<file path="src/shared/remap_pkg.sv">
// ==========================================
// constants shared by the status/command bank
package remap_pkg;
  // register byte addresses
  localparam logic [11:0] CMD_OFF = 12'h018;
  localparam logic [11:0] STS_OFF = 12'h01c;
  // bit positions, same in command and status words
  localparam int TE_BIT = 31;
  localparam int ROOT_PTR_BIT = 30;
  localparam int FAULT_LOG_BIT = 29;
  localparam int AFL_BIT = 28;
  localparam int WBUF_FLUSH_BIT = 27;
  localparam int QIE_BIT = 26;
  localparam int CF_BIT = 23;
  localparam logic [31:0] STS_RESET = 32'h0000_0000;
  // time to load a table pointer into the walker
  localparam int CLK_PERIOD_NS = 25;
  localparam int OP_TIME_NS = 100;
  localparam int OP_CYCLES = (OP_TIME_NS + CLK_PERIOD_NS - 1) / CLK_PERIOD_NS;
  // axi responses
  localparam logic [1:0] RESP_OKAY = 2'h0;
  localparam logic [1:0] RESP_SLVERR = 2'h2;
  typedef enum logic [1:0] {INV_IDLE, INV_FLUSH, INV_GO} inval_state_type;
endpackage

</file>
<file path="src/core/op_timer.sv">
`timescale 1ns/100ps
// ==========================================
// one-shot delay: done pulses CYCLES edges after start
module op_timer
  import remap_pkg::*;
#(
  parameter int CYCLES = OP_CYCLES
) (
  // clock and reset
  input wire logic aclk,
  input wire logic aresetn,
  // control
  input wire logic start,
  output logic busy,
  output logic done
);
  localparam int CW = $clog2(CYCLES + 1);
  logic [CW-1:0] cnt_r;

  if (CYCLES < 1) begin : g_bad_cycles
    $error("op_timer: CYCLES must be at least 1");
  end

  // a new start restarts the count, so the latest request is the one served
  always_ff @(posedge aclk) begin
    if (!aresetn) begin
      cnt_r <= '0;
    end else if (start) begin
      cnt_r <= CW'(CYCLES);
    end else if (cnt_r != '0) begin
      cnt_r <= cnt_r - 1'b1;
    end
  end

  assign busy = (cnt_r != '0);
  assign done = (cnt_r == CW'(1)) && !start;
endmodule

</file>
<file path="src/core/remap_global_status_ctrl.sv">
`timescale 1ns/100ps
// ==========================================
// global command / status register bank
// Operation
// RULE1 - command bit 23: 0 blocks compatibility interrupts, 1 passes them through
// RULE2 - compatibility setting acts only with remapping on and extended mode off
// RULE3 - status mirrors the compatibility setting after each update
// RULE4 - compatibility control bit reads back undefined (here zero)
// RULE5 - when flushing is required, flush write buffers before any invalidation
// RULE6 - status bit 31 shows whether DMA remapping is enabled; read-only
// RULE7 - root pointer status clears when the set-root-pointer command is written
// RULE8 - root pointer status sets only after the root pointer is latched
// RULE9 - fault log status bit 29 clears on the set-fault-log command
// RULE10 - fault log status sets when the fault log pointer load completes
// RULE11 - status bit 28 shows advanced fault logging enabled, where supported
// RULE12 - flush status bit 27 sets on the write-buffer-flush command
// RULE13 - flush status clears when write-buffer flushing completes
// RULE14 - status bit 26 shows queued invalidation enabled
// RULE15 - global status sits at offset 01Ch and is read-only
// RULE16 - status bit 23: 0 blocked, 1 passed through
// RULE17 - zero command bits start nothing; reserved bits read zero, writes ignored
module remap_global_status_ctrl
  import remap_pkg::*;
#(
  parameter int PTR_W = 64,
  parameter bit WBUF_REQUIRED = 1'b1,
  parameter bit ADV_FAULT_LOG = 1'b1,
  parameter bit QUEUED_INVAL = 1'b1,
  parameter int OP_LEN = OP_CYCLES
) (
  // clock and reset
  input wire logic aclk,
  input wire logic aresetn,
  // axi4-lite write address
  input wire logic awvalid,
  output logic awready,
  input wire logic [11:0] awaddr,
  // axi4-lite write data
  input wire logic wvalid,
  output logic wready,
  input wire logic [31:0] wdata,
  input wire logic [3:0] wstrb,
  // axi4-lite write response
  output logic bvalid,
  input wire logic bready,
  output logic [1:0] bresp,
  // axi4-lite read address
  input wire logic arvalid,
  output logic arready,
  input wire logic [11:0] araddr,
  // axi4-lite read data
  output logic rvalid,
  input wire logic rready,
  output logic [31:0] rdata,
  output logic [1:0] rresp,
  // table pointer sources and loaded pointers
  input wire logic [PTR_W-1:0] root_table_addr,
  input wire logic [PTR_W-1:0] fault_log_addr,
  output logic [PTR_W-1:0] root_ptr,
  output logic [PTR_W-1:0] fault_log_ptr,
  // enables seen by the translation logic
  output logic translation_on,
  output logic adv_fault_log_on,
  output logic queued_inval_on,
  // interrupt remapping context
  input wire logic ir_enabled,
  input wire logic ext_irq_mode,
  output logic compat_pass,
  // write buffer flush handshake
  output logic wbuf_flush_req,
  input wire logic wbuf_flush_done,
  // invalidation gate
  input wire logic inval_req,
  output logic inval_start
);
  // ==========================================
  // elaboration checks
  if (PTR_W < 1 || PTR_W > 64) begin : g_bad_ptr_w
    $error("PTR_W must be 1..64");
  end
  if (OP_LEN < 1) begin : g_bad_op_len
    $error("OP_LEN must be at least 1");
  end

  // ==========================================
  // write channel
  logic aw_held_r;
  logic [11:0] awaddr_r;
  logic w_held_r;
  logic [31:0] wdata_r;
  logic [3:0] wstrb_r;
  logic bvalid_r;
  logic [1:0] bresp_r;
  wire wr_fire;
  wire cmd_wr;
  wire wr_mapped;
  wire [31:0] wmask;
  wire [31:0] bit_wr;
  wire [31:0] bit_set;

  // address and data are taken in either order; response only after both
  assign awready = !aw_held_r && !bvalid_r;
  assign wready = !w_held_r && !bvalid_r;
  assign wr_fire = aw_held_r && w_held_r && !bvalid_r;
  assign cmd_wr = wr_fire && (awaddr_r == CMD_OFF);
  assign wr_mapped = (awaddr_r == CMD_OFF) || (awaddr_r == STS_OFF);

  genvar gb;
  generate
    for (gb = 0; gb < 4; gb++) begin : g_lane
      assign wmask[gb*8 +: 8] = {8{wstrb_r[gb]}};
    end
  endgenerate

  // only strobed lanes of a command write count; a zero bit starts nothing
  assign bit_wr = cmd_wr ? wmask : 32'h0000_0000; // see RULE17
  assign bit_set = bit_wr & wdata_r; // see RULE17

  always_ff @(posedge aclk) begin
    if (!aresetn) begin
      aw_held_r <= 1'b0;
      awaddr_r <= 12'h000;
    end else if (awvalid && awready) begin
      aw_held_r <= 1'b1;
      awaddr_r <= awaddr;
    end else if (wr_fire) begin
      aw_held_r <= 1'b0;
    end
  end

  always_ff @(posedge aclk) begin
    if (!aresetn) begin
      w_held_r <= 1'b0;
      wdata_r <= 32'h0000_0000;
      wstrb_r <= 4'h0;
    end else if (wvalid && wready) begin
      w_held_r <= 1'b1;
      wdata_r <= wdata;
      wstrb_r <= wstrb;
    end else if (wr_fire) begin
      w_held_r <= 1'b0;
    end
  end

  // a write to the status word is accepted and dropped
  always_ff @(posedge aclk) begin
    if (!aresetn) begin
      bvalid_r <= 1'b0;
      bresp_r <= RESP_OKAY;
    end else if (wr_fire) begin
      bvalid_r <= 1'b1;
      bresp_r <= wr_mapped ? RESP_OKAY : RESP_SLVERR; // see RULE15
    end else if (bready) begin
      bvalid_r <= 1'b0;
    end
  end

  assign bvalid = bvalid_r;
  assign bresp = bresp_r;

  // ==========================================
  // level enables
  logic te_r;
  logic afl_r;
  logic qie_r;
  logic cf_r;

  always_ff @(posedge aclk) begin
    if (!aresetn) begin
      te_r <= STS_RESET[TE_BIT];
      afl_r <= STS_RESET[AFL_BIT];
      qie_r <= STS_RESET[QIE_BIT];
      cf_r <= STS_RESET[CF_BIT];
    end else begin
      if (bit_wr[TE_BIT]) te_r <= wdata_r[TE_BIT]; // see RULE6
      if (bit_wr[AFL_BIT]) afl_r <= ADV_FAULT_LOG && wdata_r[AFL_BIT]; // see RULE11
      if (bit_wr[QIE_BIT]) qie_r <= QUEUED_INVAL && wdata_r[QIE_BIT]; // see RULE14
      if (bit_wr[CF_BIT]) cf_r <= wdata_r[CF_BIT]; // see RULE3
    end
  end

  assign translation_on = te_r;
  assign adv_fault_log_on = afl_r;
  assign queued_inval_on = qie_r;
  // outside remapping, or in extended mode, the stored setting has no effect
  assign compat_pass = cf_r && ir_enabled && !ext_irq_mode; // see RULE1, see RULE2

  // ==========================================
  // pointer loads: root table (0) and fault log (1)
  wire [1:0] ptr_start;
  wire [1:0] ptr_done;
  wire [PTR_W-1:0] ptr_src [2];
  logic [PTR_W-1:0] ptr_r [2];
  logic [1:0] ptr_state_r;

  assign ptr_start[0] = bit_set[ROOT_PTR_BIT];
  assign ptr_start[1] = bit_set[FAULT_LOG_BIT];
  assign ptr_src[0] = root_table_addr;
  assign ptr_src[1] = fault_log_addr;

  genvar gp;
  generate
    for (gp = 0; gp < 2; gp++) begin : g_ptr
      op_timer #(
        .CYCLES(OP_LEN)
      ) u_timer (
        .aclk(aclk),
        .aresetn(aresetn),
        .start(ptr_start[gp]),
        .busy(),
        .done(ptr_done[gp])
      );

      // the pointer is latched on the same edge the status is raised,
      // so software never sees the status ahead of the new pointer
      always_ff @(posedge aclk) begin
        if (!aresetn) begin
          ptr_r[gp] <= '0;
          ptr_state_r[gp] <= 1'b0;
        end else if (ptr_start[gp]) begin
          ptr_state_r[gp] <= 1'b0; // see RULE7, see RULE9
        end else if (ptr_done[gp]) begin
          ptr_r[gp] <= ptr_src[gp]; // see RULE8, see RULE10
          ptr_state_r[gp] <= 1'b1; // see RULE8, see RULE10
        end
      end
    end
  endgenerate

  assign root_ptr = ptr_r[0];
  assign fault_log_ptr = ptr_r[1];

  // ==========================================
  // write buffer flush and invalidation gate
  inval_state_type inv_state_r;
  inval_state_type inv_state_nxt;
  logic flush_req_r;
  logic wbuf_flush_state_r;
  wire wbuf_flush_cmd;
  wire inv_flush_start;

  assign wbuf_flush_cmd = WBUF_REQUIRED && bit_set[WBUF_FLUSH_BIT];
  assign inv_flush_start = (inv_state_r == INV_IDLE) && inval_req && WBUF_REQUIRED;

  always_comb begin
    inv_state_nxt = inv_state_r;
    case (inv_state_r)
      INV_IDLE: begin
        if (inval_req) begin
          inv_state_nxt = WBUF_REQUIRED ? INV_FLUSH : INV_GO; // see RULE5
        end
      end
      INV_FLUSH: begin
        if (wbuf_flush_done) inv_state_nxt = INV_GO; // see RULE5
      end
      INV_GO: inv_state_nxt = INV_IDLE;
      default: inv_state_nxt = INV_IDLE;
    endcase
  end

  always_ff @(posedge aclk) begin
    if (!aresetn) begin
      inv_state_r <= INV_IDLE;
    end else begin
      inv_state_r <= inv_state_nxt;
    end
  end

  // one request line serves both explicit and implicit flushes; a new
  // request on the completion edge keeps it raised
  always_ff @(posedge aclk) begin
    if (!aresetn) begin
      flush_req_r <= 1'b0;
    end else if (wbuf_flush_cmd || inv_flush_start) begin
      flush_req_r <= 1'b1;
    end else if (wbuf_flush_done) begin
      flush_req_r <= 1'b0;
    end
  end

  always_ff @(posedge aclk) begin
    if (!aresetn) begin
      wbuf_flush_state_r <= STS_RESET[WBUF_FLUSH_BIT];
    end else if (wbuf_flush_cmd) begin
      wbuf_flush_state_r <= 1'b1; // see RULE12
    end else if (wbuf_flush_done) begin
      wbuf_flush_state_r <= 1'b0; // see RULE13
    end
  end

  assign wbuf_flush_req = flush_req_r;
  assign inval_start = (inv_state_r == INV_GO);

  // ==========================================
  // read channel
  logic rvalid_r;
  logic [31:0] rdata_r;
  logic [1:0] rresp_r;
  wire [31:0] status_w;
  wire rd_sts;
  wire rd_mapped;

  // bits 22:0 are reserved and read zero
  assign status_w = {te_r, ptr_state_r[0], ptr_state_r[1], afl_r, wbuf_flush_state_r, qie_r,
                     2'b00, cf_r, 23'h00_0000}; // see RULE6, see RULE16, see RULE17
  assign rd_sts = (araddr == STS_OFF); // see RULE15
  assign rd_mapped = rd_sts || (araddr == CMD_OFF);
  assign arready = !rvalid_r;

  // the command word reads as zero, since its value is not defined
  always_ff @(posedge aclk) begin
    if (!aresetn) begin
      rvalid_r <= 1'b0;
      rdata_r <= 32'h0000_0000;
      rresp_r <= RESP_OKAY;
    end else if (arvalid && arready) begin
      rvalid_r <= 1'b1;
      rdata_r <= rd_sts ? status_w : 32'h0000_0000; // see RULE4
      rresp_r <= rd_mapped ? RESP_OKAY : RESP_SLVERR;
    end else if (rready) begin
      rvalid_r <= 1'b0;
    end
  end

  assign rvalid = rvalid_r;
  assign rdata = rdata_r;
  assign rresp = rresp_r;
endmodule

</file>
<file path="config.mk">
export PLATFORM = sky130hd
export DESIGN_NAME = remap_global_status_ctrl
export DESIGN_NICKNAME = d
export VERILOG_FILES = /design/src/shared/remap_pkg.sv /design/src/core/op_timer.sv /design/src/core/remap_global_status_ctrl.sv
export SDC_FILE = /design/constraint.sdc
export NUM_CORES = 1
export LEC_CHECK = 0
export ABC_CLOCK_PERIOD_IN_PS = 6810
export BUFFER_PORTS_ARGS = -buffer_cell sky130_fd_sc_hd__clkbuf_2
export CAP_MARGIN = 25
export CORE_UTILIZATION = 30
export DETAILED_ROUTE_END_ITERATION = 10
export GPL_ROUTABILITY_DRIVEN = 0
export HOLD_SLACK_MARGIN = 0.05
export PLACE_DENSITY = 0.59
export SYNTH_ARGS = -nofsm -noshare
export SYNTH_HDL_FRONTEND = slang
export SYNTH_HIERARCHICAL = 1
export SYNTH_SLANG_ARGS = --single-unit
export TNS_END_PERCENT = 1
</file>
<file path="constraint.sdc">
create_clock -name aclk -period 6.81 [get_ports aclk]
set_clock_uncertainty 0.1 [all_clocks]
set_input_delay 0.3405 -clock aclk [delete_from_list [all_inputs] [get_ports aclk]]
set_output_delay 0.3405 -clock aclk [all_outputs]
set_load 0.01 [all_outputs]
</file>
==> run summary <==
==========================================================================================
Starting Density                                                                     30.9%
Final #Nets                                                                           1205
Hold bufs inserted after CTS                                                            13
Worst Hold Class                                                              input port to register
Via count of the first global-routing pass                                            5707
Simple-Gate Fraction of Synth Area                                                   14.1%
Post-synthesis instance total                                                          696
Buffers inserted during post-CTS setup optimization                                      0
Synthesis Warnings                                                                       6
Share of cell area taken by muxes after synthesis                                    1.71%
Iter 0 DRT Violations                                                                  417
Share of the synthesized area in compound gates (AO/OA/AOI/OAI)                      12.4%
Crit. Startpoint                                                              bvalid$_SDFFE_PN0P_
Routed wirelength normalized by instance count                                     14.7 µm
Post-synthesis sequential element count                                                178
R2R Setup Slk                                                                      2.99 ns
Distinct cell type count after synthesis                                                42
Aggregate negative setup slack                                                        0 ns
Reported leakage power                                                          0.00443 µW
Final critical delay including setup and external delays                           3.82 ns
Sequential-to-total area share from yosys stat                                       63.7%
Y dimension of the die                                                              161 µm
Source-to-sink clock delay at the later pin of the worst-skew pair                 0.43 ns
Max-slew violation count                                                                 0
Max rail drop VDD                                                                   146 µV
Type of element capturing the critical path                                       register
Critical path destination                                                     ptr_r[1][63]$_SDFFCE_PN0P_
Hold_ws                                                                          0.0728 ns
Cells on worst reg2reg path                                                              9
CTS tree                                                                              done
TritonCTS Sinks                                                                        178
Clock Path Buffers                                                                       2
Number of rows in the core area                                                         57
Post-synthesis instance area                                                      7600 µm²
Final number of hold-violating endpoints                                                 0
Via Count                                                                             6058
Width of the chip                                                                   161 µm
Overall global routing resource usage                                                15.0%
Via density per instance                                                              4.53
Most area-hungry cell type in the Yosys netlist                                   edfxtp_1
Launching element type of the critical path                                       register
Commonest cells after routing, fill and taps aside                            319 x clkbuf_2, 175 x nand2_1, 135 x a21oi_1
Fillers                                                                               2430
CTS buffer count                                                                        17
Highest metal used                                                                    met4
Clock-pin slew on the worst setup and hold paths                                   0.08 ns
Estimated wirelength of the detail-placed design                                  13000 µm
Synth area leaders                                                            edfxtp_1 51%, dfxtp_1 13%, a21oi_1 8.9%
Top-area cell type share of the netlist area                                         50.6%
FF/Latch Area                                                                     4850 µm²
Max_cap viols                                                                            0
Number of gates resized after CTS                                                        0
Worst slew slack as a fraction of its limit                                          40.2%
Crit path required time                                                            6.84 ns
Antenna violations before repair                                                         0
Kind of critical path                                                         register to register
Area of the multi-input gates                                                     2380 µm²
Setup violations, final                                                                  0
Routed wire length                                                                19600 µm
Xor-xnor portion of the synthesized cell area                                       0.230%
Critical R2R Capture                                                          ptr_r[1][63]$_SDFFCE_PN0P_
Dominant combinational cell family by area after synthesis                    simple AND/OR/NAND/NOR gates
Sum of met2 wire segment lengths after detailed routing                            9920 µm
Most frequent standard cell in the layout excluding fill and tap cells            clkbuf_2
Setup repair after global routing missed its margin                                  false
Post-route DRC                                                                           0
Beginning of the worst register-to-register path                              bvalid$_SDFFE_PN0P_
Core region area                                                                 24600 µm²
Routed metal-1 wire length                                                         7990 µm
Syn Area/Cell                                                                     10.9 µm²
Outcome                                                                       complete, no violations
P&R area growth vs syn                                                               32.3%
Post-route ant nets                                                                      0
Slew at the pin closest to its max-slew limit                                     0.896 ns
Wire length of the first global-routing pass                                      30400 µm
Total met3 wirelength after detailed routing                                       1350 µm
Final cycle utilization of the critical path                                         56.0%
Cell area reported after detailed placement                                       9340 µm²
Power Density                                                                   324 nW/µm²
Fmax                                                                               262 MHz
Share of post-route cells with drive strength above 1                                37.5%
Cell chosen for the clock root                                                   clkbuf_16
Endpoint arrival time on the critical path                                         3.85 ns
H-tree Lvls                                                                              4
Number of buffers added on ports                                                       319
Die ar.                                                                          26000 µm²
Share of synthesized cell area in full adder, half adder and majority cells         0.987%
Post-Layout Inst Area                                                            10100 µm²
Drt first pass iters                                                                     5
Remaining Overflow, GRT                                                                  0
Largest net degree at the start of global routing                                       82
Crit path max fanout                                                                    81
Ant diodes                                                                               0
Total I/O pin count                                                                    374
==========================================================================================
==> power breakdown <==
| part | internal, µW | switching, µW | total (µW) |
|---|---|---|---|
| logic | 287 | 468 | 755 |
| clock network | 523 | 466 | 989 |
| registers | 1450 | 72.8 | 1520 |
| total | 2260 | 1010 | 3260 |
==> critical path: stages, from the launching register on <==
cell,delay (ns)
dfxtp_1,0.41
and4bb_1,0.34
and4_4,0.69
buf_4,0.77
and2_1,0.34
nor3b_1,0.10
and2_2,0.17
buf_4,0.31
nand2_1,0.16
a21oi_1,0.07
==> metrics by stage <==
stage / cells / setup WS, ns / utilization, % / total power (µW)
after detailed placement: 1291 / 2.94 / 37.9 / 2310
final: 1337 / 2.99 / 40.9 / 3260
after floorplan: 722 / 1.33 / - / 2000
after global placement: 1291 / 2.95 / 37.9 / 2290
after global routing: 1337 / 2.70 / 40.9 / 3440
after CTS: 1336 / 2.92 / 40.9 / 3310
==> cells in the mapped netlist (all sizes together) <==
cell     number
a2111oi       2
a21boi       13
a21oi       135
a31oi         2
and2          4
and3b         1
and4          1
and4bb        2
buf          49
clkbuf       34
conb          1
dfxtp        50
edfxtp      128
ha            6
inv          11
mux2i        13
nand2       175
nand2b        3
nand3         1
nand4         4
nor2          9
nor2b        14
nor3          2
nor3b         6
nor4          2
nor4b         2
nor4bb        2
o211a         2
o21a          2
o21ai         6
o221a         1
o22ai         8
or3           2
or3b          1
xnor2         2
==> final cells by class <==
class	count	area share, %
inverters	11	0.410
flip-flops and latches	178	48.2
multi-input cells	450	23.6
clock buffers	17	4.23
clock inverters	15	1.62
repair buffers	342	17.9
well taps	324	4.03
==> kinds of logic after synthesis <==
kind of cell | after synthesis
adders and majority gates | 6
xor gates and xnor gates | 2
AOI/OAI and AO/OA | 171
muxes | 13
and+or+nand+nor | 231
DFF | 178
other | 1
buffers and inverters | 94
==> sequential cells by signal (all words and copies together), names as in the netlist, 2 cells and up <==
signal,flops
rdata,7
ptr_r,128
ptr_state_r,2
inv_state_r,2
wstrb_r,2
awaddr_r,12
wdata_r,7
g_ptr.u_timer/cnt_r,6
==> layer usage <==
layer  GRT usage (%)  up-vias
met5               0        -
met1            18.2     2795
li1                -     2978
met3            3.67       26
met4            5.57        0
met2            25.6      259
==> worst min-delay path by stage <==
stage / start / end / slack [ns] / cells past startpoint
3_3_place_gp: wdata_r[26]$_SDFFE_PN0P_ / queued_inval_on$_SDFFE_PN0N_ / 0.35 / 2
5_1_grt: awaddr[0] / awaddr_r[0]$_SDFFE_PN0P_ / 0.06 / 3
6_report: wdata[30] / wdata_r[30]$_SDFFE_PN0P_ / 0.07 / 3
3_5_place_dp: wdata_r[23]$_SDFFE_PN0P_ / cf_r$_SDFFE_PN0P_ / 0.36 / 2
2_1_floorplan: wdata_r[23]$_SDFFE_PN0P_ / cf_r$_SDFFE_PN0P_ / 0.33 / 2
4_1_cts: wdata[30] / wdata_r[30]$_SDFFE_PN0P_ / 0.05 / 3
No activity file was read; power rests on OpenSTA's default activity.
